File: src/inc/scc_map.vh
// constants for the two-channel serial command/control block
// assumes includers use the macro names only; no logic lives here
`ifndef SCC_MAP_VH
`define SCC_MAP_VH

// ************************************************
// command/pointer byte fields
// ************************************************
`define SCC_F_PTR 2:0
`define SCC_F_CMD 5:3
`define SCC_F_CHK 7:6

// ************************************************
// register indices
// ************************************************
`define SCC_REG_CMD 3'h0
`define SCC_REG_IPC 3'h1
`define SCC_REG_VEC 3'h2

// ************************************************
// basic command codes
// ************************************************
`define SCC_CMD_NULL 3'h0
`define SCC_CMD_ABORT 3'h1
`define SCC_CMD_EXT_RST 3'h2
`define SCC_CMD_CH_RST 3'h3
`define SCC_CMD_RX_ARM 3'h4
`define SCC_CMD_TX_CLR 3'h5
`define SCC_CMD_ERR_RST 3'h6
`define SCC_CMD_RETURN 3'h7

// ************************************************
// checksum reset codes
// ************************************************
`define SCC_CHK_NULL 2'h0
`define SCC_CHK_RX 2'h1
`define SCC_CHK_TX 2'h2
`define SCC_CHK_EOM 2'h3

// ************************************************
// interrupt/pacing control bits
// ************************************************
`define SCC_B_EXT_IE 0
`define SCC_B_TX_IE 1
`define SCC_B_SAV 2
`define SCC_F_RXM 4:3
`define SCC_B_PDIR 5
`define SCC_B_PFN 6
`define SCC_B_PEN 7

// ************************************************
// receive interrupt modes
// ************************************************
`define SCC_RXM_OFF 2'h0
`define SCC_RXM_FIRST 2'h1
`define SCC_RXM_ALL_PAR 2'h2
`define SCC_RXM_ALL 2'h3

// ************************************************
// readback bit positions
// ************************************************
`define SCC_RB_RX 0
`define SCC_RB_INT 1
`define SCC_RB_TX 2
`define SCC_RB_EXT 3
`define SCC_RB_PAR 4
`define SCC_RB_OVR 5

// ************************************************
// reset values and timing
// ************************************************
`define SCC_RST_BYTE 8'h00
`define SCC_RST_GAP_CYC 3'h4

`endif
File: src/hw/scc_cmd.v
// command/pointer and interrupt/pacing control for a two-channel serial controller
// assumes host strobes are one-cycle pulses synchronous to SYS_CLK
`timescale 1ns/1ns
`default_nettype none
`include "scc_map.vh"

module scc_cmd (
  // clock and reset
  input wire SYS_CLK,
  input wire SYS_RST,
  // host port
  input wire HOST_WR,
  input wire HOST_RD,
  input wire HOST_CD,
  input wire HOST_BA,
  input wire [7:0] HOST_WDATA,
  output wire [7:0] HOST_RDATA,
  // channel events, bit0 channel a
  input wire [1:0] EXT_CHANGE,
  input wire [1:0] TX_EMPTY,
  input wire [1:0] TX_LOAD,
  input wire [1:0] CHK_DONE,
  input wire [1:0] RX_CHAR,
  input wire [1:0] RX_PAR_ERR,
  input wire [1:0] RX_OVR_ERR,
  input wire [1:0] RX_SPECIAL,
  input wire [1:0] SDLC_MODE,
  input wire [1:0] RX_FULL,
  input wire [1:0] TX_FULL,
  // interrupt handshake
  input wire INT_ACK,
  input wire RETURN_SEEN,
  output wire INT_REQ,
  output wire [7:0] VECTOR,
  // commands to datapath
  output wire [1:0] ABORT_REQ,
  output wire [1:0] CHAN_RST,
  output wire [1:0] CHK_RX_RST,
  output wire [1:0] CHK_TX_RST,
  output wire [1:0] CHK_FILL,
  output wire [1:0] EOM_RST,
  output wire [1:0] EXT_LATCHED,
  output wire [1:0] PAR_ERR,
  output wire [1:0] OVR_ERR,
  // other write registers
  output wire CFG_WE,
  output wire CFG_CH,
  output wire [2:0] CFG_PTR,
  output wire [7:0] CFG_DATA,
  // pacing pins
  output wire [1:0] PACE_O,
  output wire [1:0] PACE_OE
);

  // ************************************************
  // decode helpers
  // ************************************************
  function cmd_is;
    input [7:0] d;
    input [2:0] code;
    begin
      cmd_is = (d[`SCC_F_CMD] == code);
    end
  endfunction

  function chk_is;
    input [7:0] d;
    input [1:0] code;
    begin
      chk_is = (d[`SCC_F_CHK] == code);
    end
  endfunction

  // ************************************************
  // state
  // ************************************************
  reg [2:0] ptr_q [0:1];
  reg [7:0] ipc_q [0:1];
  reg [2:0] gap_q [0:1];
  reg [7:0] vreg_q;
  reg [1:0] ext_lat_q;
  reg [1:0] ext_pend_q;
  reg [1:0] tx_pend_q;
  reg [1:0] tx_inh_q;
  reg [1:0] rx_pend_q;
  reg [1:0] sp_pend_q;
  reg [1:0] arm_q;
  reg [1:0] par_q;
  reg [1:0] ovr_q;
  reg [1:0] svc_q;
  reg [7:0] rdata_q;
  reg int_q;
  reg [7:0] vec_q;
  reg [1:0] abort_q;
  reg [1:0] chrst_q;
  reg [1:0] chkrx_q;
  reg [1:0] chktx_q;
  reg [1:0] fill_q;
  reg [1:0] eom_q;
  reg cfg_we_q;
  reg cfg_ch_q;
  reg [2:0] cfg_ptr_q;
  reg [7:0] cfg_data_q;
  reg [1:0] pace_q;
  reg [1:0] pace_oe_q;
  integer i;

  // ************************************************
  // access decode
  // ************************************************
  wire [1:0] ch_sel = {HOST_BA, ~HOST_BA};
  wire [1:0] busy = {gap_q[1] != 3'h0, gap_q[0] != 3'h0};
  // writes during the recovery gap are dropped rather than half-applied
  wire [1:0] ctl_wr = {2{HOST_WR & HOST_CD}} & ch_sel & ~busy;
  wire [1:0] ctl_rd = {2{HOST_RD & HOST_CD}} & ch_sel;
  wire [1:0] dat_rd = {2{HOST_RD & ~HOST_CD}} & ch_sel;
  wire [1:0] dat_acc = {2{(HOST_RD | HOST_WR) & ~HOST_CD}} & ch_sel;
  wire any_acc = HOST_RD | HOST_WR;
  wire [1:0] at_cmd = {ptr_q[1] == `SCC_REG_CMD, ptr_q[0] == `SCC_REG_CMD};
  wire [1:0] c0_wr = ctl_wr & at_cmd;
  wire [1:0] rg_wr = ctl_wr & ~at_cmd;
  wire [1:0] rg_acc = (ctl_wr | ctl_rd) & ~at_cmd;

  // ************************************************
  // command strobes
  // ************************************************
  wire [1:0] do_abort = c0_wr & {2{cmd_is(HOST_WDATA, `SCC_CMD_ABORT)}};
  wire [1:0] do_ext = c0_wr & {2{cmd_is(HOST_WDATA, `SCC_CMD_EXT_RST)}};
  wire [1:0] do_rst = c0_wr & {2{cmd_is(HOST_WDATA, `SCC_CMD_CH_RST)}};
  wire [1:0] do_arm = c0_wr & {2{cmd_is(HOST_WDATA, `SCC_CMD_RX_ARM)}};
  wire [1:0] do_txc = c0_wr & {2{cmd_is(HOST_WDATA, `SCC_CMD_TX_CLR)}};
  wire [1:0] do_err = c0_wr & {2{cmd_is(HOST_WDATA, `SCC_CMD_ERR_RST)}};
  wire do_ret = c0_wr[0] & cmd_is(HOST_WDATA, `SCC_CMD_RETURN);
  wire [1:0] do_crx = c0_wr & {2{chk_is(HOST_WDATA, `SCC_CHK_RX)}};
  wire [1:0] do_ctx = c0_wr & {2{chk_is(HOST_WDATA, `SCC_CHK_TX)}};
  wire [1:0] do_eom = c0_wr & {2{chk_is(HOST_WDATA, `SCC_CHK_EOM)}};

  // ************************************************
  // interrupt cause qualification
  // ************************************************
  wire [1:0] rxm0 = {ipc_q[1][3], ipc_q[0][3]};
  wire [1:0] rxm1 = {ipc_q[1][4], ipc_q[0][4]};
  wire [1:0] rx_on = rxm0 | rxm1;
  wire [1:0] m_first = rxm0 & ~rxm1;
  wire [1:0] m_all = rxm1;
  wire [1:0] par_sp = rx_on & ~(rxm0 & rxm1);
  wire [1:0] ext_ie = {ipc_q[1][`SCC_B_EXT_IE], ipc_q[0][`SCC_B_EXT_IE]};
  wire [1:0] tx_ie = {ipc_q[1][`SCC_B_TX_IE], ipc_q[0][`SCC_B_TX_IE]};
  wire [1:0] ext_set = EXT_CHANGE & ext_ie & ~ext_lat_q;
  wire [1:0] tx_set = TX_EMPTY & tx_ie & ~tx_inh_q;
  wire [1:0] rx_set = RX_CHAR & (m_all | (m_first & arm_q));
  wire [1:0] sp_ev = RX_OVR_ERR | RX_SPECIAL | (RX_PAR_ERR & par_sp);
  wire [1:0] sp_set = sp_ev & rx_on;
  wire [3:0] pa = {sp_pend_q[0], rx_pend_q[0], tx_pend_q[0], ext_pend_q[0]};
  wire [3:0] pb = {sp_pend_q[1], rx_pend_q[1], tx_pend_q[1], ext_pend_q[1]};
  wire hit_a;
  wire [7:0] vec_d;
  // a higher channel may nest over a lower one in service, never the reverse
  wire int_d = ((|pa) & ~svc_q[0]) | ((|pb) & ~(|svc_q));

  scc_vec u_vec (
    .pend_a(pa),
    .pend_b(pb),
    .base(vreg_q),
    .sav(ipc_q[1][`SCC_B_SAV]),
    .hit_a(hit_a),
    .vec(vec_d)
  );

  // ************************************************
  // pacing
  // ************************************************
  wire [1:0] pace_d;
  wire [1:0] pace_oe_d;

  scc_pace u_pace_a (
    .en(ipc_q[0][`SCC_B_PEN]),
    .fn_ready(ipc_q[0][`SCC_B_PFN]),
    .dir_rx(ipc_q[0][`SCC_B_PDIR]),
    .rx_full(RX_FULL[0]),
    .tx_full(TX_FULL[0]),
    .data_sel(dat_acc[0]),
    .any_acc(any_acc),
    .lvl(pace_d[0]),
    .oe(pace_oe_d[0])
  );

  scc_pace u_pace_b (
    .en(ipc_q[1][`SCC_B_PEN]),
    .fn_ready(ipc_q[1][`SCC_B_PFN]),
    .dir_rx(ipc_q[1][`SCC_B_PDIR]),
    .rx_full(RX_FULL[1]),
    .tx_full(TX_FULL[1]),
    .data_sel(dat_acc[1]),
    .any_acc(any_acc),
    .lvl(pace_d[1]),
    .oe(pace_oe_d[1])
  );

  // ************************************************
  // readback
  // ************************************************
  reg [7:0] rd_d;
  reg [2:0] rd_ptr;

  always @*
  begin
    rd_ptr = HOST_BA ? ptr_q[1] : ptr_q[0];
    rd_d = 8'h00;
    if (rd_ptr == `SCC_REG_CMD)
    begin
      rd_d[`SCC_RB_RX] = rx_pend_q[HOST_BA];
      rd_d[`SCC_RB_INT] = ~HOST_BA & int_q;
      rd_d[`SCC_RB_TX] = tx_pend_q[HOST_BA];
      rd_d[`SCC_RB_EXT] = ext_lat_q[HOST_BA];
    end
    else if (rd_ptr == `SCC_REG_IPC)
    begin
      rd_d[`SCC_RB_PAR] = par_q[HOST_BA];
      rd_d[`SCC_RB_OVR] = ovr_q[HOST_BA];
    end
    else if (rd_ptr == `SCC_REG_VEC && HOST_BA)
      rd_d = vec_d;
  end

  // ************************************************
  // main sequential
  // ************************************************
  always @(posedge SYS_CLK)
  begin
    if (SYS_RST)
    begin
      for (i = 0; i < 2; i = i + 1)
      begin
        ptr_q[i] <= `SCC_REG_CMD;
        ipc_q[i] <= `SCC_RST_BYTE;
        gap_q[i] <= 3'h0;
      end
      vreg_q <= `SCC_RST_BYTE;
      ext_lat_q <= 2'h0;
      ext_pend_q <= 2'h0;
      tx_pend_q <= 2'h0;
      tx_inh_q <= 2'h0;
      rx_pend_q <= 2'h0;
      sp_pend_q <= 2'h0;
      arm_q <= 2'h3;
      par_q <= 2'h0;
      ovr_q <= 2'h0;
      svc_q <= 2'h0;
      rdata_q <= 8'h00;
      int_q <= 1'b0;
      vec_q <= `SCC_RST_BYTE;
      abort_q <= 2'h0;
      chrst_q <= 2'h0;
      chkrx_q <= 2'h0;
      chktx_q <= 2'h0;
      fill_q <= 2'h0;
      eom_q <= 2'h0;
      cfg_we_q <= 1'b0;
      cfg_ch_q <= 1'b0;
      cfg_ptr_q <= 3'h0;
      cfg_data_q <= 8'h00;
      pace_q <= 2'h3;
      pace_oe_q <= 2'h0;
    end
    else
    begin
      int_q <= int_d;
      vec_q <= vec_d;
      pace_q <= pace_d;
      pace_oe_q <= pace_oe_d;
      if (HOST_RD & HOST_CD)
        rdata_q <= rd_d;
      abort_q <= do_abort & SDLC_MODE;
      chrst_q <= do_rst;
      chkrx_q <= do_crx;
      chktx_q <= do_ctx;
      eom_q <= do_eom;
      cfg_we_q <= 1'b0;
      for (i = 0; i < 2; i = i + 1)
      begin
        if (do_crx[i] | do_ctx[i])
          fill_q[i] <= SDLC_MODE[i];
        if (gap_q[i] != 3'h0)
          gap_q[i] <= gap_q[i] - 3'h1;
        if (do_rst[i])
        begin
          // channel pointer, control and status flops back to reset; recovery gap starts
          ptr_q[i] <= `SCC_REG_CMD;
          ipc_q[i] <= `SCC_RST_BYTE;
          gap_q[i] <= `SCC_RST_GAP_CYC;
          ext_lat_q[i] <= 1'b0;
          ext_pend_q[i] <= 1'b0;
          tx_pend_q[i] <= 1'b0;
          tx_inh_q[i] <= 1'b0;
          rx_pend_q[i] <= 1'b0;
          sp_pend_q[i] <= 1'b0;
          arm_q[i] <= 1'b1;
          par_q[i] <= 1'b0;
          ovr_q[i] <= 1'b0;
        end
        else
        begin
          if (c0_wr[i])
            ptr_q[i] <= HOST_WDATA[`SCC_F_PTR];
          else if (rg_acc[i])
            ptr_q[i] <= `SCC_REG_CMD;
          if (rg_wr[i])
          begin
            if (ptr_q[i] == `SCC_REG_IPC)
              ipc_q[i] <= HOST_WDATA;
            else if (!(ptr_q[i] == `SCC_REG_VEC && i == 1))
            begin
              cfg_we_q <= 1'b1;
              cfg_ch_q <= i[0];
              cfg_ptr_q <= ptr_q[i];
              cfg_data_q <= HOST_WDATA;
            end
          end
          // sets win over clears, except tx_inh_q (TX_LOAD or CHK_DONE beats do_txc) and ext_lat_q/ext_pend_q, whose set is masked while latched so do_ext wins
          ext_lat_q[i] <= (ext_lat_q[i] & ~do_ext[i]) | ext_set[i];
          ext_pend_q[i] <= (ext_pend_q[i] & ~do_ext[i]) | ext_set[i];
          tx_inh_q[i] <= (tx_inh_q[i] | do_txc[i]) & ~(TX_LOAD[i] | CHK_DONE[i]);
          tx_pend_q[i] <= (tx_pend_q[i] & ~do_txc[i] & ~TX_LOAD[i]) | tx_set[i];
          rx_pend_q[i] <= (rx_pend_q[i] & ~dat_rd[i]) | rx_set[i];
          sp_pend_q[i] <= (sp_pend_q[i] & ~do_err[i]) | sp_set[i];
          par_q[i] <= (par_q[i] & ~do_err[i]) | RX_PAR_ERR[i];
          ovr_q[i] <= (ovr_q[i] & ~do_err[i]) | RX_OVR_ERR[i];
          if (do_arm[i])
            arm_q[i] <= 1'b1;
          else if (RX_CHAR[i] & m_first[i])
            arm_q[i] <= 1'b0;
        end
      end
      // only channel b keeps the vector base; a's copy goes out on the cfg port
      if (rg_wr[1] && ptr_q[1] == `SCC_REG_VEC)
        vreg_q <= HOST_WDATA;
      // under-service latches
      if (do_rst[0])
        svc_q <= 2'h0;
      else if (INT_ACK && int_q)
        svc_q <= svc_q | (hit_a ? 2'h1 : 2'h2);
      else if (do_ret | RETURN_SEEN)
        svc_q <= svc_q[0] ? {svc_q[1], 1'b0} : 2'h0;
    end
  end

  // ************************************************
  // outputs
  // ************************************************
  assign HOST_RDATA = rdata_q;
  assign INT_REQ = int_q;
  assign VECTOR = vec_q;
  assign ABORT_REQ = abort_q;
  assign CHAN_RST = chrst_q;
  assign CHK_RX_RST = chkrx_q;
  assign CHK_TX_RST = chktx_q;
  assign CHK_FILL = fill_q;
  assign EOM_RST = eom_q;
  assign EXT_LATCHED = ext_lat_q;
  assign PAR_ERR = par_q;
  assign OVR_ERR = ovr_q;
  assign CFG_WE = cfg_we_q;
  assign CFG_CH = cfg_ch_q;
  assign CFG_PTR = cfg_ptr_q;
  assign CFG_DATA = cfg_data_q;
  assign PACE_O = pace_q;
  assign PACE_OE = pace_oe_q;

endmodule // scc_cmd

`default_nettype wire

File: src/hw/scc_pace.v
// wait/ready pacing decode for one channel
// assumes buffer levels and access strobes are synchronous to the clock
`timescale 1ns/1ns
`default_nettype none
`include "scc_map.vh"

module scc_pace (
  // control bits
  input wire en,
  input wire fn_ready,
  input wire dir_rx,
  // buffer state
  input wire rx_full,
  input wire tx_full,
  // bus activity
  input wire data_sel,
  input wire any_acc,
  // pin drive
  output reg lvl,
  output reg oe
);

  reg ready;
  reg waiting;

  always @*
  begin
    // one direction at a time, chosen by a single bit
    ready = dir_rx ? rx_full : ~tx_full;
    waiting = dir_rx ? ~rx_full : tx_full;
    if (fn_ready)
    begin
      // any bus transfer drops ready so the dma side re-arbitrates
      oe = 1'b1;
      lvl = ~(en & ready & ~any_acc);
    end
    else
    begin
      // open drain: driven only while pulling low
      oe = en & data_sel & waiting;
      lvl = 1'b0;
    end
  end

endmodule // scc_pace

`default_nettype wire

File: src/hw/scc_vec.v
// interrupt source selection and vector build for both channels
// assumes pending causes are held in flops by the caller
`timescale 1ns/1ns
`default_nettype none
`include "scc_map.vh"

module scc_vec (
  // pending causes, bit3 special, bit2 rx, bit1 tx, bit0 ext
  input wire [3:0] pend_a,
  input wire [3:0] pend_b,
  // vector control
  input wire [7:0] base,
  input wire sav,
  // result
  output wire hit_a,
  output wire [7:0] vec
);

  // cause code: 00 tx, 01 ext, 10 rx, 11 special
  function [1:0] cause;
    input [3:0] p;
    begin
      if (p[3])
        cause = 2'h3;
      else if (p[2])
        cause = 2'h2;
      else if (p[1])
        cause = 2'h0;
      else
        cause = 2'h1;
    end
  endfunction

  wire [1:0] code;

  // channel a outranks channel b
  assign hit_a = |pend_a;
  assign code = hit_a ? cause(pend_a) : cause(pend_b);
  assign vec = sav ? {base[7:4], hit_a, code, base[0]} : base;

endmodule // scc_vec

`default_nettype wire

File: config.mk
export PLATFORM = sky130hd
export DESIGN_NAME = scc_cmd
export DESIGN_NICKNAME = d
export VERILOG_FILES = /design/src/hw/scc_cmd.v /design/src/hw/scc_pace.v /design/src/hw/scc_vec.v
export VERILOG_INCLUDE_DIRS = /design/src /design/src/inc
export SDC_FILE = /design/constraint.sdc
export NUM_CORES = 1
export LEC_CHECK = 0
export BUFFER_PORTS_ARGS = -buffer_cell sky130_fd_sc_hd__buf_2
export CORE_MARGIN = 3
export CORE_UTILIZATION = 43
export CTS_BUF_LIST = sky130_fd_sc_hd__clkbuf_16
export CTS_CLUSTER_DIAMETER = 200
export DETAILED_ROUTE_END_ITERATION = 12
export GPL_TIMING_DRIVEN = 0
export MAX_ROUTING_LAYER = met4
export PLACE_DENSITY = 0.67
export SLEW_MARGIN = 20
export SYNTH_ARGS = -nofsm -noshare
export SYNTH_HDL_FRONTEND = slang
export SYNTH_HIERARCHICAL = 1
export SYNTH_SLANG_ARGS = --single-unit
File: constraint.sdc
create_clock -name SYS_CLK -period 3.75 [get_ports SYS_CLK]
set_input_delay 0.1875 -clock SYS_CLK [delete_from_list [all_inputs] [get_ports SYS_CLK]]
set_output_delay 0.1875 -clock SYS_CLK [all_outputs]
set_load 0.1 [all_outputs]
# == Yosys cells after proc, flatten, opt, wreduce, memory -nomap -nowiden ==
# Memories as Yosys holds them, arrays and structs flattened.
# Cells that the tools add are included.
# word_totals
reg_bits,74
latch_bits,0
mem_bits_rw,28
romBits,0
output_inout_bits,52
word_cells,334
mem_count,3
# memory_table
memory,words,word_bits,rd,rd_clocked_by_memory_dff,wr,line,text
ipc_q,2,8,2,0,2,scc_cmd.v:78,reg [7:0] ipc_q [0:1];
gap_q,2,3,2,0,2,scc_cmd.v:79,reg [2:0] gap_q [0:1];
ptr_q,2,3,2,0,2,scc_cmd.v:77,reg [2:0] ptr_q [0:1];
# classes
n_addsub,2
n_mul,0
div_mod_pow,0
magnitude_cmp,1
n_eq_ne,16
shift,0
n_mux,121
n_bitwise,137
reduce_logical,17
# ops
cell,count
$mux 8,12
$mux 1,76
$and 2x2->2,29
$mux 3,18
$or 1x1->1,37
$and 1x1->1,36
$not 1->1,23
$mux 2,11
$mux 4,4
$eq 3x1->1 const B,4
$eq 3x2->1 const B,4
$eq 3x3->1 const B,4
$not 2->2,6
$or 2x2->2,6
$logic_not 3->1,3
$reduce_or 4->1,2
$reduce_bool 3->1,2
$reduce_or 2->1,3
$reduce_or 3->1,2
$sub 3x1->3 const B,2
$eq 2x2->1 const B,2
$logic_and 1x1->1,3
$eq 2x1->1 const B,1
$lt 1x2->1 const B,1
3 further kinds,3

# == Logic depth before layout (Yosys ltp) ==
# Gate-level depths: netlist of run 1.
# An unclocked memory read counts as a cell.
# depth
ltp_word,12
mapped_depth,9
mapped_depth_nobuf,6

# == Cells and area by module ==
# Netlist of run 1, hierarchy kept.
# modules_own_cells
module,n_inst,cells_per_inst,area_per_inst_um2,seq_area_each_um2
scc_cmd,1,437,4317.9,2262.2
scc_vec,1,19,110.1,0.0
scc_pace,2,5,35.0,0.0

# == Worst setup path before layout of run 1 ==
# OpenSTA, ideal clock, no wires.
# synth_timing
kind,reg2reg
start,mem gap_q[1][0]
end,mem ipc_q[1][0] (enable)
setup_ps,271
t_arrival_ps,1879
required_ps,3479
slack_ps,1600
path_stages_with_launch,10
n_path_buf,3
cell_sequence,dfxtp_1 > inv_1 > ha_1 > ha_1 > clkbuf_1 > and4_1 > buf_2 > and3_1 > clkbuf_1 > or2_2
# synth_lines
element,line
from (decl),scc_cmd.v:79
to (decl),scc_cmd.v:78

==> out/metrics.csv, run 1 <==
metric;value;unit
setup_tns;0;ns
n_diodes;0;
mean number of vias per cell;5.61;
post-synthesis sequential area ratio;50.3;%
peak supply drop;0.209;mV
drt wl/cell;18.6;um
pre-CTS WS;1.21;ns
vias in the first global route;3701;
clk_lat worst skew;0.35;ns
endpoint type of the worst setup path;flip-flop;
drt drc;0;
Buffers on Ports;85;
H-Tree Depth;3;
most common cell after layout, fill and taps aside;buf_2;
post-route cell area;5370;um^2
relative slew slack;42.6;%
unrepaired setup endpoints after global routing;no;
yosys warns;6;
Final Hold Vio Count;0;
Area Growth Syn to Fin;19.4;%
run status;completed;
die span in y;108;um
post-synthesis area per instance;9.65;um^2
Max-Cap Viols;0;
Post-DP Area;5090;um^2
clock period minus worst slack;2.64;ns
Die W;108;um
initial core utilization;45.2;%
Synth Cell Area;4500;um^2
CP Launch Type;flip-flop;
clock root buffer;clkbuf_16;
initial drt markers;311;
CTS tree;built;
Placed Instances;684;
Post-CTS Setup Bufs;0;
first-pass GRT wire length;19900;um
# setup viols final;0;
grt ovf;0;
GP Congestion;0.928;
hold_buf cts;0;
TritonRoute pass-1 iters;5;
Top-Level Pins;90;
most frequent cells in the layout;buf_2, dfxtp_1, a21oi_1;
synth unique cells;62;
largest net degree at the start of global routing;19;
site row count;36;
EDFF count, synth;24;
total CTS buffers;9;
count of state elements after synthesis;101;
Clock Skew;0.0121;ns
Critical Path RT;3.79;ns
layout cells sized above 1;23.6;%
Final period util;70.4;%
Final WS setup;1.11;ns
Core Area;9950;um^2
maximum clock path buffer count;2;
pwr dens;515;nW/um^2
hpwl dp;9490;um
hold slack;0.0160;ns
Setup CP Type;flip-flop to flip-flop;
fin nets;608;
Post-synth ARST share;0;%
Fmax;379;MHz
Worst-Margin Slew;0.850;ns
Syn Nets;512;
initial antenna violation count;0;
gr usage total;23.3;%
leak pwr;0.00230;uW
die area;11700;um^2
clock slew at reported path FFs;0.07;ns
CTS Sinks;101;
ANT nets after route;0;
post-synthesis cell count;466;
Vias;3924;
reg2reg setup slack;1.11;ns
cts repair resizes;0;
total wire length;13000;um
Pins Over Slew Limit;0;
CP arrival;2.67;ns
worst min path class;primary input to flip-flop;
peak fanout along the critical path;9;
Final Instance Count excl. Fillers;700;
Primary FF master, synth;dfxtp_1;
[final cells by class]
cell class | count | area [um^2]
plain buffers | 39 | 189
well taps | 133 | 166
repair buffers | 85 | 425
flip-flops and latches | 101 | 2260
clock buffers | 9 | 225
fillers | 920 | 4590
multi-input cells | 301 | 1950
inverters | 25 | 93.8
clock inverters | 7 | 53.8
[power breakdown]
group          total, uW  switching, uW  internal (uW)
Combinational        627            443            184
Sequential          1240           48.7           1200
Clock                892            433            459
Total               2760            925           1840
[kinds of logic (layout without fill, tap and decap cells)]
logic type / count (synthesis) / count (layout) / synth area share [%]
and+or+nand+nor: 179 / 179 / 23.0
AOI/OAI and AO/OA: 100 / 100 / 15.1
buffers and inverters: 64 / 165 / 6.29
adders and majority gates: 8 / 8 / 2.23
muxes: 12 / 12 / 2.70
DFF: 101 / 101 / 50.3
xor gates and xnor gates: 2 / 2 / 0.390
[path summary, 6_finish.rpt]
path | cells after the start | end | startpoint
hold / removal | 2 | tx_inh_q[0] | CHK_DONE[0]
hold reg to reg | 2 | HOST_RDATA[7] | HOST_RDATA[7]
setup reg to reg | 9 | ipc_q[1][4] | gap_q[1][0]
setup / recovery | 9 | ipc_q[1][4] | gap_q[1][0]
[metrics by stage]
stage,utilization [%],total power (uW)
global route,53.9,2880
global placement,51.1,1870
detailed placement,51.1,1890
finish,53.9,2760
floorplan,-,1730
CTS,53.9,2770
[metal layers]
layer	part of all wire, %	wire length, um	vias to the layer above	GRT usage (%)
li1	-	-	1865	-
met1	45	5880	1869	31.7
met2	45	5860	168	35.7
met3	7.4	962	22	4.06
met4	2.3	297	0	7.12
met5	0	0	-	-
[worst max-delay path, cell delays in order, from the launching register on]
cell and delay (ns):
dfxtp_1 0.32, inv_1 0.06, ha_1 0.14, ha_1 0.13, clkbuf_1 0.34, and4_1 0.27, buf_2 0.23, and3_1 0.18
clkbuf_1 0.33, or2_2 0.33
[flip-flops by register name (all words and copies together), names as in the netlist, 3 cells and up]
register / cells
ipc_q: 15
vreg_q: 8
HOST_RDATA: 8
CFG_DATA: 8
VECTOR: 8
gap_q: 6
CFG_PTR: 3
ptr_q: 6
[cells in the mapped netlist (10+ instances only)]
| master | n | area (um^2) |
|---|---|---|
| mux2i_1 | 11 | 110 |
| edfxtp_1 | 24 | 721 |
| clkbuf_1 | 23 | 86.3 |
| nor4_1 | 10 | 62.6 |
| nand3_1 | 13 | 65.1 |
| inv_1 | 25 | 93.8 |
| nor2_1 | 26 | 97.6 |
| nor2b_1 | 10 | 62.6 |
| nand2_1 | 26 | 97.6 |
| and3_1 | 13 | 81.3 |
| dfxtp_1 | 77 | 1540 |
| a21oi_1 | 29 | 145 |
| nor3_1 | 20 | 100 |
| o21ai_0 | 17 | 85.1 |
| and2_1 | 16 | 100 |
No activity file was read; power rests on OpenSTA's default activity.
==> run 2: changes to the inputs <==
clock period = 2.5 ns   (was 3.75 ns; I/O delays follow)
==> out/metrics.csv, run 2 (synthesis gave the netlist of run 1 again) <==
metric;value;unit
run status;completed;
peak fanout along the critical path;9;
Fillers;917;
n_diodes;0;
H-Tree Depth;3;
Top-Level Pins;90;
Pins Over Slew Limit;0;
relative slew slack;43.3;%
initial core utilization;45.2;%
hpwl dp;9490;um
ANT nets after route;0;
die span in y;108;um
most frequent cells in the layout;buf_2, dfxtp_1, a21oi_1;
CP Launch Type;flip-flop;
CTS tree;built;
drt wl/cell;18.5;um
max FFs per register;15;
first-pass GRT wire length;20000;um
fin nets;611;
GP Congestion;0.928;
largest net degree at the start of global routing;19;
gr usage total;23.3;%
layout cells sized above 1;24.0;%
CTS Sinks;101;
maximum clock path buffer count;2;
Area Growth Syn to Fin;20.3;%
setup_tns;0;ns
unrepaired setup endpoints after global routing;no;
mean number of vias per cell;5.59;
vias in the first global route;3717;
Max-Cap Viols;0;
Biggest register;ipc_q;
leak pwr;0.00232;uW
Post-DP Area;5090;um^2
total wire length;13000;um
die area;11700;um^2
final total power;4140;uW
clock slew at reported path FFs;0.07;ns
CP startpoint;gap_q[1][0];
endpoint type of the worst setup path;flip-flop;
Clock Skew;0.0139;ns
most common cell after layout, fill and taps aside;buf_2;
beginning of the worst hold path;SDLC_MODE[1];
initial drt markers;283;
peak supply drop;0.314;mV
Vias;3933;
site row count;36;
# setup viols final;0;
Die W;108;um
grt ovf;0;
Final period util;94.3;%
worst min path class;primary input to flip-flop;
clk_lat worst skew;0.35;ns
Buffers on Ports;85;
Worst-Margin Slew;0.839;ns
R2R Path Start;gap_q[1][0];
post-route cell area;5410;um^2
total CTS buffers;9;
Critical Path RT;2.57;ns
TritonRoute pass-1 iters;7;
initial antenna violation count;0;
drt drc;0;
Setup CP Type;flip-flop to flip-flop;
Fmax;424;MHz
clock period minus worst slack;2.36;ns
clock root buffer;clkbuf_16;
pwr dens;766;nW/um^2
CP arrival;2.43;ns
Final Hold Vio Count;0;
Core Area;9950;um^2
## run 2: changes by cell type in the layout (fill, tap and decap cells not counted), sizes merged
cell	previous run	this run
dlygate4sd3	0	4
clkbuf	32	30
buf	101	102
## run 2: routing by layer
layer | wire (um) | share of wire [%] | vias to the layer above | track usage, %
li1 | - | - | 1877 | -
met2 | 5880 | 45 | 169 | 35.8
met4 | 284 | 2.2 | 0 | 7.12
met1 | 5830 | 45 | 1867 | 31.7
met3 | 1020 | 7.8 | 20 | 4.06
met5 | 0 | 0 | - | -
## run 2: worst max-delay path: stages, from the launching register on
cell and delay [ns]:
dfxtp_1 0.35, inv_1 0.05, ha_1 0.19, ha_1 0.32
and4_1 0.27, buf_2 0.19, and3_2 0.29, or2_2 0.41
## run 2: power by group
part	total [uW]	internal (uW)	switching [uW]
Combinational	946	283	664
Sequential	1870	1790	73.3
Clock	1330	688	642
## run 2: timing repair
action | in CTS | in global routing
buffers inserted | 0 | 1
setup endpoints to repair | 8 | 11
pin swaps | 0 | 1
hold endpoints to repair | 2 | 0
hold buffers | 4 | 0
gates resized for setup | 0 | 3
gates cloned | 0 | 0
## run 2: stage by stage
step | worst slack (ns) | util (%) | hold WS, ns | std cells
global placement | 0.0181 | 51.1 | 0.303 | 684
finish | 0.142 | 54.4 | 0.0204 | 703
global route | 0.0645 | 54.4 | 0.0198 | 703
detailed placement | -0.0373 | 51.1 | 0.309 | 684
CTS | 0.0279 | 54.3 | 0.0181 | 703
floorplan | 0.350 | - | 0.203 | 466
## run 2: worst paths after layout
kind	endpoint	slack [ns]	cells past startpoint
worst max-delay path	ipc_q[1][4]	0.14	7
worst min-delay path	ABORT_REQ[1]	0.02	2
worst min register to register	HOST_RDATA[7]	0.45	2
worst max register to register	ipc_q[1][4]	0.14	7
## run 2: final cells by class
class	count	area (um^2)	share of cell area, %
Tap cell	133	166	3.08
Buffer	37	183	3.38
Timing Repair Buffer	90	473	8.74
Sequential cell	101	2260	41.8
Inverter	25	93.8	1.73
Multi-Input combinational cell	301	1950	36.1
Clock inverter	7	53.8	0.994
Clock buffer	9	225	4.16
